==> config.mk <==
export PLATFORM = sky130hd
export DESIGN_NAME = mcr_regs
export DESIGN_NICKNAME = d
export VERILOG_FILES = /design/src/rtl/mcr_pkg.sv /design/src/rtl/mcr_regs.sv /design/src/rtl/mcr_cmd_decode.sv
export SDC_FILE = /design/constraint.sdc
export NUM_CORES = 1
export LEC_CHECK = 0
export ABC_CLOCK_PERIOD_IN_PS = 2050
export BUFFER_PORTS_ARGS = -buffer_cell sky130_fd_sc_hd__buf_2
export CAP_MARGIN = 20
export CORE_ASPECT_RATIO = 1.2
export CORE_MARGIN = 8
export CORE_UTILIZATION = 43
export CTS_CLUSTER_SIZE = 25
export DETAILED_ROUTE_END_ITERATION = 12
export GPL_TIMING_DRIVEN = 0
export PLACE_DENSITY = 0.76
export SLEW_MARGIN = 0
export SYNTH_ARGS = -nofsm -noshare
export SYNTH_HDL_FRONTEND = slang
export SYNTH_SLANG_ARGS = --single-unit
==> constraint.sdc <==
create_clock -name mclk_i -period 2.05 [get_ports mclk_i]
set_clock_uncertainty 0.2 [all_clocks]
set_input_delay 0 -clock mclk_i [delete_from_list [all_inputs] [get_ports mclk_i]]
set_output_delay 0 -clock mclk_i [all_outputs]
set_load 0.03 [all_outputs]
==> src/rtl/mcr_pkg.sv <==
package mcr_pkg;

    // word indices; byte address is four times the index
    localparam logic [9:0] MCR_IDX_ALGO_CMD = 10'h0e6;
    localparam logic [9:0] MCR_IDX_SPEED_CMD = 10'h0e8;
    localparam logic [9:0] MCR_IDX_STATUS = 10'h0ec;

    // command word fields
    localparam int MCR_STORE_BIT = 31;
    localparam int MCR_LOAD_BIT = 30;
    localparam int MCR_FCLR_BIT = 29;
    localparam int MCR_RCLR_BIT = 28;
    localparam int MCR_KEY_HI = 27;
    localparam int MCR_KEY_LO = 20;
    localparam int MCR_KICK_BIT = 0;

    // speed command word fields
    localparam int MCR_SETPT_HI = 30;
    localparam int MCR_SETPT_LO = 16;
    localparam int MCR_SRC_BIT = 15;
    localparam logic [31:0] MCR_SPEED_WR_MASK = 32'hffff_8000;

    // status word fields: current lsb is 1/256 A, power lsb is 1/64 W
    localparam int MCR_CUR_HI = 31;
    localparam int MCR_CUR_LO = 16;
    localparam int MCR_PWR_HI = 15;
    localparam int MCR_PWR_LO = 0;

    // reset values
    localparam logic [31:0] MCR_ALGO_RST = 32'h0000_0000;
    localparam logic [31:0] MCR_SPEED_RST = 32'h0000_0000;
    localparam logic [31:0] MCR_RDATA_RST = 32'h0000_0000;

    // expected store key, arbitrary default
    localparam logic [7:0] MCR_NVM_KEY_DEF = 8'h5a;

    typedef struct packed {
        logic store;
        logic load;
        logic fault_clear;
        logic retry_clear;
        logic kick;
    } mcr_cmd_t;

    typedef struct packed {
        logic [15:0] current;
        logic [15:0] power;
    } mcr_meas_t;

    typedef enum logic [1:0] {
        MCR_BUS_IDLE = 2'b01,
        MCR_BUS_ACK = 2'b10
    } mcr_bus_t;

    function automatic logic [31:0] mcr_be_mask(input logic [3:0] be);
        mcr_be_mask = {{8{be[3]}}, {8{be[2]}}, {8{be[1]}}, {8{be[0]}}};
    endfunction

endpackage

==> src/rtl/mcr_regs.sv <==
// How it works
// RULE_01 - status word bits 31-16 show measured bus current, lsb 1/256 ampere.
// RULE_02 - status word bits 15-0 show input power, lsb 1/64 watt.
// RULE_03 - writing one to store bit copies shadow settings into nonvolatile memory.
// RULE_04 - writing one to load bit copies nonvolatile memory into shadow settings.
// RULE_05 - writing one to fault clear bit clears all driver and controller faults.
// RULE_06 - writing one to retry clear bit resets the lock fault retry counters.
// RULE_07 - an 8-bit key in bits 27-20 must accompany every store request.
// RULE_08 - host sets watchdog kick bit periodically; device clears it by itself.
// RULE_09 - host leaves unlisted offsets alone; they are reserved.
// RULE_10 - write-only command word sits at E6h and resets to zero.
// RULE_11 - speed word at E8h resets to zero; bits 14-0 read zero.
// RULE_12 - setpoint in bits 30-16; percent equals value over 32767 times 100.
// RULE_13 - source bit zero picks pin speed input, one picks digital setpoint.
// RULE_14 - store, load and both clears are one-shot pulses, one per write.
// RULE_15 - a store with the wrong key is dropped; memory stays unchanged.
//
// Chosen here: the Avalon-MM register port.
`timescale 1ns/1ns
module mcr_regs
    import mcr_pkg::*;
#(
    parameter logic [7:0] NVM_KEY = MCR_NVM_KEY_DEF
) (
    // clock and reset
    input wire logic mclk_i,
    input wire logic rstn_i,
    // avalon-mm slave
    input wire logic [11:0] avs_address_i,
    input wire logic avs_read_i,
    input wire logic avs_write_i,
    input wire logic [31:0] avs_writedata_i,
    input wire logic [3:0] avs_byteenable_i,
    output logic [31:0] avs_readdata_o,
    output logic avs_waitrequest_o,
    // measurements and speed pin
    input wire logic [15:0] bus_current_reading_i,
    input wire logic [15:0] input_power_reading_i,
    input wire logic [14:0] speed_pin_cmd_i,
    input wire logic wd_seen_i,
    // commands to the motor control core
    output logic nvm_store_cmd_o,
    output logic nvm_load_cmd_o,
    output logic fault_clear_cmd_o,
    output logic retry_counter_clear_cmd_o,
    output logic key_reject_o,
    output logic host_watchdog_kick_o,
    // speed command
    output logic [14:0] speed_setpoint_o,
    output logic speed_source_select_o,
    output logic [14:0] speed_cmd_o
);

    mcr_bus_t state_r, state_nxt;
    logic [31:0] rdata_r, rdata_nxt;
    logic [31:0] speed_r, speed_nxt;
    mcr_meas_t meas_r, meas_nxt;
    logic kick_r, kick_nxt;
    logic [14:0] scmd_r, scmd_nxt;
    logic req, accept, wr_done, algo_wr;
    logic [9:0] idx;
    logic [31:0] wmask, wdata_m;
    mcr_cmd_t cmd;

    // bus side: one wait cycle, then the answer
    always_comb begin
        req = avs_read_i | avs_write_i;
        idx = avs_address_i[11:2];
        accept = req && (state_r == MCR_BUS_IDLE);
        wr_done = avs_write_i && (state_r == MCR_BUS_ACK);
        wmask = mcr_be_mask(avs_byteenable_i);
        wdata_m = avs_writedata_i & wmask;
        algo_wr = wr_done && (idx == MCR_IDX_ALGO_CMD); // RULE_10
        state_nxt = state_r;
        case (state_r)
            MCR_BUS_IDLE: begin
                if (req) begin
                    state_nxt = MCR_BUS_ACK;
                end
            end
            MCR_BUS_ACK: begin
                state_nxt = MCR_BUS_IDLE;
            end
            default: begin
                state_nxt = MCR_BUS_IDLE;
            end
        endcase
        rdata_nxt = rdata_r;
        if (accept && avs_read_i) begin
            case (idx)
                MCR_IDX_STATUS: begin
                    rdata_nxt = {meas_r.current, meas_r.power}; // RULE_01 RULE_02
                end
                MCR_IDX_SPEED_CMD: begin
                    rdata_nxt = speed_r & MCR_SPEED_WR_MASK; // RULE_11
                end
                // command word is write-only; unmapped reads give zero
                default: begin
                    rdata_nxt = MCR_RDATA_RST; // RULE_10
                end
            endcase
        end
    end

    always_ff @(posedge mclk_i or negedge rstn_i) begin
        if (!rstn_i) begin
            state_r <= MCR_BUS_IDLE;
            rdata_r <= MCR_RDATA_RST;
        end else begin
            state_r <= state_nxt;
            rdata_r <= rdata_nxt;
        end
    end

    assign avs_waitrequest_o = req && (state_r != MCR_BUS_ACK);
    assign avs_readdata_o = rdata_r;

    // speed word, measurements, watchdog kick
    always_comb begin
        speed_nxt = speed_r;
        if (wr_done && (idx == MCR_IDX_SPEED_CMD)) begin
            speed_nxt = ((speed_r & ~wmask) | wdata_m) & MCR_SPEED_WR_MASK; // RULE_11
        end
        meas_nxt.current = bus_current_reading_i; // RULE_01
        meas_nxt.power = input_power_reading_i; // RULE_02
        // core clears the kick; a new kick in the same cycle wins
        kick_nxt = kick_r && !wd_seen_i; // RULE_08
        if (cmd.kick) begin
            kick_nxt = 1'b1; // RULE_08
        end
        // registered mux keeps the speed path glitch free
        if (speed_r[MCR_SRC_BIT]) begin // RULE_13
            scmd_nxt = speed_r[MCR_SETPT_HI:MCR_SETPT_LO]; // RULE_12
        end else begin
            scmd_nxt = speed_pin_cmd_i;
        end
    end

    always_ff @(posedge mclk_i or negedge rstn_i) begin
        if (!rstn_i) begin
            speed_r <= MCR_SPEED_RST;
            meas_r <= '0;
            kick_r <= 1'b0;
            scmd_r <= '0;
        end else begin
            speed_r <= speed_nxt;
            meas_r <= meas_nxt;
            kick_r <= kick_nxt;
            scmd_r <= scmd_nxt;
        end
    end

    mcr_cmd_decode #(
        .NVM_KEY(NVM_KEY)
    ) u_decode (
        .mclk_i(mclk_i),
        .rstn_i(rstn_i),
        .wr_i(algo_wr),
        .data_i(wdata_m),
        .cmd_o(cmd),
        .key_reject_o(key_reject_o)
    );

    assign nvm_store_cmd_o = cmd.store;
    assign nvm_load_cmd_o = cmd.load;
    assign fault_clear_cmd_o = cmd.fault_clear;
    assign retry_counter_clear_cmd_o = cmd.retry_clear;
    assign host_watchdog_kick_o = kick_r;
    assign speed_setpoint_o = speed_r[MCR_SETPT_HI:MCR_SETPT_LO];
    assign speed_source_select_o = speed_r[MCR_SRC_BIT];
    assign speed_cmd_o = scmd_r;

    // checks

    property p_status_cur;
        @(posedge mclk_i) disable iff (!rstn_i)
        (accept && avs_read_i && (idx == MCR_IDX_STATUS))
            |=> (avs_readdata_o[MCR_CUR_HI:MCR_CUR_LO] == $past(meas_r.current));
    endproperty
    a_status_cur: assert property (p_status_cur) // RULE_01
        else $error("status current half wrong");

    property p_status_pwr;
        @(posedge mclk_i) disable iff (!rstn_i)
        (accept && avs_read_i && (idx == MCR_IDX_STATUS))
            ##1 !avs_waitrequest_o
            |-> (avs_readdata_o[MCR_PWR_HI:MCR_PWR_LO] == $past(input_power_reading_i, 2));
    endproperty
    a_status_pwr: assert property (p_status_pwr) // RULE_02
        else $error("status power half wrong");

    property p_store;
        @(posedge mclk_i) disable iff (!rstn_i)
        (algo_wr && wdata_m[MCR_STORE_BIT] && (wdata_m[MCR_KEY_HI:MCR_KEY_LO] == NVM_KEY))
            |=> nvm_store_cmd_o && !key_reject_o;
    endproperty
    a_store: assert property (p_store) // RULE_03
        else $error("keyed store did not pulse");

    property p_load;
        @(posedge mclk_i) disable iff (!rstn_i)
        algo_wr |=> (nvm_load_cmd_o == $past(wdata_m[MCR_LOAD_BIT]));
    endproperty
    a_load: assert property (p_load) // RULE_04
        else $error("load pulse mismatch");

    property p_fclr;
        @(posedge mclk_i) disable iff (!rstn_i)
        fault_clear_cmd_o |-> $past(algo_wr) && $past(wdata_m[MCR_FCLR_BIT]);
    endproperty
    a_fclr: assert property (p_fclr) // RULE_05
        else $error("fault clear without a write");

    property p_rclr;
        @(posedge mclk_i) disable iff (!rstn_i)
        (algo_wr && wdata_m[MCR_RCLR_BIT]) |=> retry_counter_clear_cmd_o ##1 1'b1;
    endproperty
    a_rclr: assert property (p_rclr) // RULE_06
        else $error("retry clear did not pulse");

    property p_badkey;
        @(posedge mclk_i) disable iff (!rstn_i)
        (algo_wr && wdata_m[MCR_STORE_BIT] && (wdata_m[MCR_KEY_HI:MCR_KEY_LO] != NVM_KEY))
            |=> !nvm_store_cmd_o && key_reject_o;
    endproperty
    a_badkey: assert property (p_badkey) // RULE_15 RULE_07
        else $error("store with bad key went through");

    property p_kick_set;
        @(posedge mclk_i) disable iff (!rstn_i)
        (algo_wr && wdata_m[MCR_KICK_BIT]) |-> ##2 host_watchdog_kick_o;
    endproperty
    a_kick_set: assert property (p_kick_set) // RULE_08
        else $error("watchdog kick not set");

    property p_kick_clr;
        @(posedge mclk_i) disable iff (!rstn_i)
        (host_watchdog_kick_o && wd_seen_i && !cmd.kick) |=> !host_watchdog_kick_o;
    endproperty
    a_kick_clr: assert property (p_kick_clr) // RULE_08
        else $error("watchdog kick not cleared");

    property p_pulse_once;
        @(posedge mclk_i) disable iff (!rstn_i)
        (nvm_store_cmd_o || nvm_load_cmd_o) |=> !(nvm_store_cmd_o || nvm_load_cmd_o);
    endproperty
    a_pulse_once: assert property (p_pulse_once) // RULE_14
        else $error("command held longer than one cycle");

    property p_algo_rd;
        @(posedge mclk_i) disable iff (!rstn_i)
        (accept && avs_read_i && (idx == MCR_IDX_ALGO_CMD)) |=> (avs_readdata_o == 32'h0000_0000);
    endproperty
    a_algo_rd: assert property (p_algo_rd) // RULE_10
        else $error("command word read not zero");

    property p_speed_rd;
        @(posedge mclk_i) disable iff (!rstn_i)
        (accept && avs_read_i && (idx == MCR_IDX_SPEED_CMD))
            |=> (avs_readdata_o[14:0] == 15'h0000) && (avs_readdata_o[31:15] == speed_r[31:15]);
    endproperty
    a_speed_rd: assert property (p_speed_rd) // RULE_11
        else $error("speed word readback wrong");

    property p_setpt;
        @(posedge mclk_i) disable iff (!rstn_i)
        (wr_done && (idx == MCR_IDX_SPEED_CMD) && (avs_byteenable_i[3:2] == 2'b11))
            |=> (speed_setpoint_o == $past(avs_writedata_i[MCR_SETPT_HI:MCR_SETPT_LO]));
    endproperty
    a_setpt: assert property (p_setpt) // RULE_12
        else $error("setpoint not written");

    property p_src;
        @(posedge mclk_i) disable iff (!rstn_i)
        1'b1 |=> (speed_cmd_o == ($past(speed_source_select_o) ? $past(speed_setpoint_o)
            : $past(speed_pin_cmd_i)));
    endproperty
    a_src: assert property (p_src) // RULE_13
        else $error("speed source mux wrong");

    property p_clr_once;
        @(posedge mclk_i) disable iff (!rstn_i)
        (fault_clear_cmd_o || retry_counter_clear_cmd_o)
            |=> !(fault_clear_cmd_o || retry_counter_clear_cmd_o);
    endproperty
    a_clr_once: assert property (p_clr_once) // RULE_14
        else $error("clear command held longer than one cycle");

    property p_rej_excl;
        @(posedge mclk_i) disable iff (!rstn_i)
        key_reject_o |-> !nvm_store_cmd_o && $past(algo_wr) && $past(wdata_m[MCR_STORE_BIT]);
    endproperty
    a_rej_excl: assert property (p_rej_excl) // RULE_15
        else $error("key reject without a store write");

    // speed word must only move on an accepted write to its own index
    property p_speed_hold;
        @(posedge mclk_i) disable iff (!rstn_i)
        !(wr_done && (idx == MCR_IDX_SPEED_CMD))
            |=> $stable(speed_setpoint_o) && $stable(speed_source_select_o);
    endproperty
    a_speed_hold: assert property (p_speed_hold) // RULE_11
        else $error("speed word changed without a write");

endmodule // mcr_regs

==> src/rtl/mcr_cmd_decode.sv <==
`timescale 1ns/1ns
module mcr_cmd_decode
    import mcr_pkg::*;
#(
    parameter logic [7:0] NVM_KEY = MCR_NVM_KEY_DEF
) (
    // clock and reset
    input wire logic mclk_i,
    input wire logic rstn_i,
    // accepted command word write
    input wire logic wr_i,
    input wire logic [31:0] data_i,
    // one-cycle command pulses
    output mcr_cmd_t cmd_o,
    output logic key_reject_o
);

    mcr_cmd_t cmd_r, cmd_nxt;
    logic rej_r, rej_nxt;
    logic key_ok;

    always_comb begin
        key_ok = (data_i[MCR_KEY_HI:MCR_KEY_LO] == NVM_KEY);
        cmd_nxt = '0;
        rej_nxt = 1'b0;
        // pulses only; nothing of the word is kept
        if (wr_i) begin // RULE_14
            cmd_nxt.store = data_i[MCR_STORE_BIT] && key_ok; // RULE_03 RULE_07 RULE_15
            rej_nxt = data_i[MCR_STORE_BIT] && !key_ok; // RULE_15
            cmd_nxt.load = data_i[MCR_LOAD_BIT]; // RULE_04
            cmd_nxt.fault_clear = data_i[MCR_FCLR_BIT]; // RULE_05
            cmd_nxt.retry_clear = data_i[MCR_RCLR_BIT]; // RULE_06
            cmd_nxt.kick = data_i[MCR_KICK_BIT]; // RULE_08
        end
    end

    always_ff @(posedge mclk_i or negedge rstn_i) begin
        if (!rstn_i) begin
            cmd_r <= '0;
            rej_r <= 1'b0;
        end else begin
            cmd_r <= cmd_nxt;
            rej_r <= rej_nxt;
        end
    end

    assign cmd_o = cmd_r;
    assign key_reject_o = rej_r;

endmodule // mcr_cmd_decode

# Word level (Yosys, flattened, before mapping)
# Cells that the tools add are included.
# Widths: inputs -> output; s select.
[classes]
magnitude_cmp = 0
n_reduce_logical = 11
div_mod_pow = 0
n_mul = 0
bitwise = 5
shifts = 0
add_sub_neg = 0
n_eq_ne = 8
muxes = 7
[ops]
columns = ["op", "n"]
rows = [
  ["$and 32x32->32", 2],
  ["$pmux 32 s2", 1],
  ["$not 32->32", 1],
  ["$or 32x32->32", 1],
  ["$eq 10x8->1 const B", 3],
  ["$mux 15", 1],
  ["$logic_and 1x1->1", 9],
  ["$eq 8x7->1 const B", 1],
  ["$mux 5", 1],
  ["$mux 2", 2],
  ["$ne 2x2->1 const B", 2],
  ["$eq 2x1->1 const B", 1],
  ["$eq 2x2->1 const B", 1],
  ["$logic_not 1->1", 2],
  ["$mux 1", 2],
  ["$or 1x1->1", 1],
]
[word_totals]
latchBits = 0
elab_cells = 44
rom_bits = 0
output_inout_bits = 70
ram_bits = 0
reg_bits = 105
n_memories = 0

# Longest topological paths before layout
# Gate-level depths: netlist of run 1.
[logic_depth]
word_depth = 5
ltp_mapped = 6

# Hierarchy
# A second synthesis of run 1 with hierarchy kept.
[hier_totals]
hier_cells = 312
hier_area_um2 = 4194.0
[by_module_without_submodules]
columns = ["module", "seq_area_each_um2", "cells_per_inst", "n_inst", "area_per_inst_um2"]
rows = [
  ["mcr_regs", 2478.6, 297, 1, 3976.3],
  ["mcr_cmd_decode", 150.1, 15, 1, 217.7],
]

# Least setup slack after synthesis of run 1
# No wires, ideal clock.
[synth_path]
path_kind = "flip-flop to flip-flop"
from = "register state_r[0]"
to = "register rdata_r[22] (netlist: avs_readdata_o[22])"
path_stages_with_launch = 6
t_arrival_ps = 1707
setup_ps = 86
path_buffers = 2
required_time_ps = 1764
slack_ps = 57
cell_sequence = "dfstp_2 nand3b_1 or4_1 buf_2 buf_2 o221ai_2"
[synth_between]
elab_chain_len = 3
[synth_lines]
columns = ["item", "line_no", "text"]
rows = [
  ["from (decl)", "mcr_regs.sv:54", "mcr_bus_t state_r, state_nxt;"],
  ["from (signal assigned)", "mcr_regs.sv:110", "state_r <= state_nxt;"],
  ["$eq 2x1->1", "mcr_regs.sv:69", "accept = req && (state_r == MCR_BUS_IDLE);"],
  ["$logic_and 1x1->1", "mcr_regs.sv:69", ""],
  ["$logic_and 1x1->1", "mcr_regs.sv:89", "if (accept && avs_read_i) begin"],
  ["to (signal assigned)", "mcr_regs.sv:111", "rdata_r <= rdata_nxt;"],
  ["to (decl)", "mcr_regs.sv:55", "logic [31:0] rdata_r, rdata_nxt;"],
]
# Every way passes these cells.
# A chain may end at the register's enable or synchronous reset.

# Final worst setup path of run 1
[layout_path]
from = "register state_r[0]"
to = "register rdata_r[27] (netlist: avs_readdata_o[27])"
# Same word-level chain as after synthesis.

==> results of run 1 <==
## where the power goes
group | internal (mW) | total (mW) | switching, mW
combinational | 0.295 | 0.627 | 0.331
sequential | 2.14 | 2.17 | 0.0266
clock | 0.688 | 1.37 | 0.682
## what timing repair did
action | CTS | global route
endpoints found under the hold margin | 182 | 0
buffers inserted | 6 | 8
gates resized for setup | 6 | 10
cloned | 0 | 2
setup endpoints to repair | 35 | 39
hold buffers | 75 | 0
pin swaps | 9 | 4
## Yosys cell counts, types with 2 or more instances
library cell / count
dfrtp_1: 104
inv_1: 42
mux2_2: 28
nand2_1: 18
buf_4: 16
a22o_1: 15
o221ai_2: 10
clkbuf_1: 8
o221ai_1: 7
mux2i_1: 4
nand4b_1: 4
nor3_1: 4
nand4bb_1: 3
or4_1: 3
buf_2: 2
nand2b_1: 2
nand3b_1: 2
nor2_1: 2
nor4_1: 2
nor4_4: 2
nor4b_1: 2
## critical path, stage by stage (launching register included)
cell,delay (ns)
dfstp_2,0.55
nand3b_1,0.18
buf_4,0.20
or4_4,0.50
clkbuf_16,0.20
o221ai_2,0.12
## area by class of cell
type                            instances  area [sq um]  share of cell area (%)
Sequential cell                       105          2630                    43.2
Clock inverter                          7          92.6                    1.52
Tap cell                              120           150                    2.47
Antenna cell                            1          2.50                  0.0411
Clock buffer                            9           124                    2.04
Buffer                                 25           179                    2.94
Multi-Input combinational cell        113          1060                    17.4
Timing Repair Buffer                  244          1690                    27.8
Inverter                               42           158                    2.59
## worst max-delay path by stage
stage | endpoint | slack [ns] | cells after the start
3_3_place_gp | speed_cmd_o[10] | -0.32 | 1
6_report | avs_readdata_o[27] | 0.02 | 5
3_5_place_dp | avs_readdata_o[26] | -0.29 | 5
4_1_cts | avs_readdata_o[3] | -0.1 | 4
5_1_grt | avs_readdata_o[27] | -0.02 | 5
2_1_floorplan | avs_readdata_o[22] | 0.06 | 5
## logic make-up after synthesis
group / after synthesis / synth area share [%]
compound gates: 34 / 8.92
buf+inv: 69 / 8.35
flops: 105 / 66.0
mux: 32 / 8.92
simple gates: 46 / 7.85
## per-layer routing
layer / global-route usage [%] / vias to the layer above / wire (um)
met5: 0 / - / 0
met4: 7.52 / 0 / 218
met3: 6.70 / 18 / 871
met2: 34.9 / 113 / 6500
met1: 19.7 / 1591 / 4610
li1: - / 1472 / -
==> summary.md, run 1 <==
| Metric | Value |
|---|---|
| Result of the run | complete, no violations |
| Fraction of synthesis flops using an asynchronous set or reset pin | 100% |
| Critical path start-end classification | reg2reg |
| Warning count from the yosys run | 0 |
| Vias in the first global route | between 3000 and 4000 |
| Share of the synthesized area in the top cell type | about two thirds |
| Number of synthesized register bits | approximately 110 |
| Commonest cells after routing, fill and taps aside | buf_2 (152), dfrtp_1 (103), dlygate4sd3_1 (75) |
| Worst-case register-to-register setup slack | 0.02 ns |
| Via-to-Cell Ratio | 4.80 |
| Vertical die dimension | between 100 and 150 um |
| Global-route wire length before repair | approximately 19 mm |
| Overall track demand over capacity in global routing | a little under a fifth |
| Area growth from synthesis to final layout | 52.6% |
| # nets final | between 600 and 700 |
| Pin count of the biggest net entering global routing | 60 |
| Number of top-level pins | 170 |
| RD Place Congestion | about 0.79 |
| Sequential area share after synthesis | 66.0% |
| Minimum setup slack in the final design | about 0.023 ns |
| Static power due to leakage | 3.15 nW |
| Final Instance Area | between 0.006 and 0.007 sq mm |
| Max Root-Sink Buffers | 2 |
| Final Hold Fails | 0 |
| CP Capture Type | register |
| Congestion Overflow GR | 0 |
| Number of buffers created by CTS | 9 |
| Wirelength, routed | roughly 12 mm |
| Overall power consumption | about 4.2 mW |
| Area leader, netlist | dfrtp_1 |
| Unique cell type count in the Yosys netlist | 27 |
| Die area | 0.0126 sq mm |
| WP data arrival | ~2.1 ns |
| Required time at the endpoint of the critical path | between 2 and 2.5 ns |
| Min Clock Period, post-route | ~2.0 ns |
| EDFF count, synth | 0 |
| Origin of the critical flop-to-flop path | state_r[0] |
| Cell area after placement | roughly 0.0049 sq mm |
| Crit Path Max Fanout | 5 |
| Worst reg2reg path endpoint | avs_readdata_o[27] |
| Post-Syn Area per Cell | 13.9 sq um |
| Sum of negative setup slack | 0 ns |
| Initial Utilization | 44.1% |
| Share of the cycle needed by the critical path after routing | between 90 and 100% |
| Number of cells produced by synthesis | ~290 |
| Remaining number of nets flagged by the antenna check after routing | 0 |
| Count of input and output buffers | roughly 150 |
| Final non-filler cell total | about 670 |
| Synthesized cell area | around 0.004 sq mm |
| Worst slew pin tran | around 0.63 ns |
| First drt pass iteration count | 4 |
| Post-Syn Nets | around 390 |
| Top post-synthesis cells by area | dfrtp_1 (65%), mux2_2 (7.9%), inv_1 (4.0%) |
| CP startpoint kind | register |
| Horizontal die dimension | between 100 and 150 um |
| CTS HTree Levels | 3 |
| Number of antenna violations at the first check in global routing | 0 |
| Number of setup violations in the final report | 0 |
| Worst min path class | in2async |
| Worst vdd ir | 0.000686 V |
| Number of violations of the max-capacitance limit | 0 |
| Clock network latency to the later pin of the worst-skew pair | roughly 0.36 ns |
| Achievable clock frequency | roughly 490 MHz |
| Worst Setup Slack post-DPL | -0.289 ns |
| Avg WL per Cell | 18.3 um |
| Final number of max-transition violations | 0 |
| Setup repair after global routing missed its margin | true |
| Cell at the root of the clock tree | clkbuf_8 |
| Number of cells on the worst reg-to-reg path | 5 |
| CTS tree | yes |
| Most used DFF post-synth | dfrtp_1 |
| CTS sink count | around 110 |
| Clk pin slew, worst setup/hold paths | approximately 0.09 ns |
| Post-detailed-placement half-perimeter wirelength | a little under 8 mm |
| Cell row count | 38 |
| Final core area utilization | about two thirds |
| Fillers | 644 |
| Share of cells above drive strength 1 | a little under half |
| Max-Slew Margin vs Limit | roughly 58% |
| Leading cell type in the layout, fill and taps excluded | buf_2 |
| Power density relative to cell area | 685 mW/mm^2 |
| Worst-case hold slack | 0.0000459 ns |
| Number of DRC violations after detailed-routing iteration 0 | a little over 100 |
| Core region area | about 0.009 sq mm |
| Number of vias after detailed routing | roughly 3200 |
| Final routed DRC violation total | 0 |
| Startpoint of the most critical setup path | state_r[0] |
| Inst Count DP | between 500 and 600 |
Power figures use the tool's default switching activity.
==> run 2: changes to the inputs <==
--- a/config.mk
+++ b/config.mk
@@ -5,7 +5,6 @@
 export SDC_FILE = /design/constraint.sdc
 export NUM_CORES = 1
 export LEC_CHECK = 0
-export ABC_CLOCK_PERIOD_IN_PS = 2050
 export BUFFER_PORTS_ARGS = -buffer_cell sky130_fd_sc_hd__buf_2
 export CAP_MARGIN = 20
 export CORE_ASPECT_RATIO = 1.2
@@ -14,7 +13,7 @@
 export CTS_CLUSTER_SIZE = 25
 export DETAILED_ROUTE_END_ITERATION = 12
 export GPL_TIMING_DRIVEN = 0
-export PLACE_DENSITY = 0.76
+export PLACE_DENSITY = 0.82
 export SLEW_MARGIN = 0
 export SYNTH_ARGS = -nofsm -noshare
 export SYNTH_HDL_FRONTEND = slang
==> summary.md, run 2 (same netlist as run 1, synthesis figures left out) <==
| Metric | Value |
|---|---|
| Power density relative to cell area | roughly 690 mW/mm^2 |
| Cell area after placement | 0.00493 sq mm |
| Capture point of the critical path | avs_readdata_o[28] |
| Worst min path class | in2reg |
| Max-Slew Margin vs Limit | 53.5% |
| Clk pin slew, worst setup/hold paths | about 0.10 ns |
| Overall track demand over capacity in global routing | a little under a fifth |
| Result of the run | complete, no violations |
| Length of routed wiring on met1 | ~4.4 mm |
| Worst reg2reg path endpoint | avs_readdata_o[28] |
| Hold wc startpoint | avs_address_i[6] |
| Worst-case register-to-register setup slack | 0.03 ns |
| Max Root-Sink Buffers | 2 |
| Congestion Overflow GR | 0 |
| Number of top-level pins | 170 |
| Met3 wire length | 995 um |
| Number of violations of the max-capacitance limit | 0 |
| Via-to-Cell Ratio | around 4.8 |
| Leading cell type in the layout, fill and taps excluded | buf_2 |
| Vertical die dimension | 121 um |
| Final Hold Fails | 0 |
| Worst Setup Slack post-DPL | -0.203 ns |
| Number of buffers created by CTS | 9 |
| Met2 wirelength from detailed routing | between 6 and 7 mm |
| Number of antenna violations at the first check in global routing | 0 |
| CTS sink count | around 110 |
| Number of setup violations in the final report | 0 |
| First drt pass iteration count | 4 |
| Initial Utilization | around 44% |
| Core region area | between 0.009 and 0.01 sq mm |
| Cell at the root of the clock tree | clkbuf_8 |
| Sum of negative setup slack | 0 ns |
| CP Capture Type | register |
| Commonest cells after routing, fill and taps aside | buf_2 (152), dfrtp_1 (103), dlygate4sd3_1 (75) |
| Worst slew pin tran | around 0.69 ns |
| Highest metal layer with signal wires | met4 |
| Fillers | between 600 and 700 |
| CTS tree | yes |
| RD Place Congestion | around 0.76 |
| Pin count of the biggest net entering global routing | 62 |
| Remaining number of nets flagged by the antenna check after routing | 0 |
| Crit Path Max Fanout | 10 |
| Count of input and output buffers | between 150 and 200 |
| Global-route wire length before repair | between 15 and 20 mm |
| Inst Count DP | 560 |
| Clock network latency to the later pin of the worst-skew pair | 0.37 ns |
| Final routed DRC violation total | 0 |
| Antenna Diode Count | 0 |
| Share of the cycle needed by the critical path after routing | between 90% and 100% |
| Number of vias after detailed routing | about 3100 |
| Worst-case hold slack | ~0.019 ns |
| # nets final | ~640 |
| Final Instance Area | 0.00604 sq mm |
| Vias in the first global route | 3587 |
| Static power due to leakage | approximately 3.1 nW |
| Number of cells on the worst reg-to-reg path | 5 |
| Min Clock Period, post-route | just over 2 ns |
| Final core area utilization | 66.9% |
| WP data arrival | between 2 and 2.5 ns |
| Worst vdd ir | around 0.00053 V |
| Achievable clock frequency | approximately 500 MHz |
| Cell row count | 38 |
| Wirelength, routed | approximately 12 mm |
| Minimum setup slack in the final design | around 0.034 ns |
| Die area | around 0.013 sq mm |
| Area growth from synthesis to final layout | 51.6% |
| Share of cells above drive strength 1 | between 40% and 50% |
| CTS HTree Levels | 3 |
| Number of DRC violations after detailed-routing iteration 0 | 134 |
| Horizontal die dimension | ~100 um |
| Required time at the endpoint of the critical path | between 2 and 2.5 ns |
| Startpoint of the most critical setup path | state_r[1] |
| Origin of the critical flop-to-flop path | state_r[1] |
| Overall power consumption | 4.16 mW |
| Final number of max-transition violations | 0 |
| Avg WL per Cell | 17.8 um |
| Setup repair after global routing missed its margin | true |
| Final non-filler cell total | 661 |
| Critical path start-end classification | reg2reg |
| CP startpoint kind | register |
| Post-detailed-placement half-perimeter wirelength | ~7.8 mm |
==> run 2: final cells by class <==
class | instances | area, sq um | area share [%]
flip-flops and latches | 105 | 2630 | 43.5
repair buffers | 239 | 1630 | 27.1
well taps | 120 | 150 | 2.49
clock inverters | 7 | 103 | 1.70
plain buffers | 27 | 199 | 3.29
inverters | 42 | 158 | 2.61
multi-input cells | 112 | 1040 | 17.3
clock buffers | 9 | 124 | 2.05
==> run 2: worst max-delay path: stages (launching register included) <==
cell and delay [ns]:
dfrtp_2 0.46, nand3b_1 0.29, or4_4 0.54, buf_6 0.15, buf_12 0.15, o221ai_2 0.15
==> run 2: worst min-delay path by stage <==
stage	cells after the start	slack [ns]	endpoint
6_report	4	0.02	register
5_1_grt	4	-0.0007	register
4_1_cts	4	-0.08	register
3_5_place_dp	1	-0.16	avs_readdata_o[10]
3_3_place_gp	1	-0.09	meas_r[11]
2_1_floorplan	0	-0.50	async pin
==> run 2: repair_timing <==
item / CTS / global route
endpoints found under the setup margin: 28 / 32
hold buffers: 75 / 0
setup buffers: 3 / 7
endpoints found under the hold margin: 177 / 0
pin swaps: 2 / 3
gates resized for setup: 6 / 7
==> run 2: layer usage <==
layer	vias to the layer above	GRT usage [%]
li1	1460	-
met1	1550	19.8
met2	130	34.0
met3	9	7.70
met4	0	5.08
met5	-	0
==> run 2: power breakdown <==
| part | switching, mW | internal (mW) |
|---|---|---|
| registers | 0.0376 | 2.14 |
| logic | 0.293 | 0.251 |
| clock network | 0.731 | 0.703 |
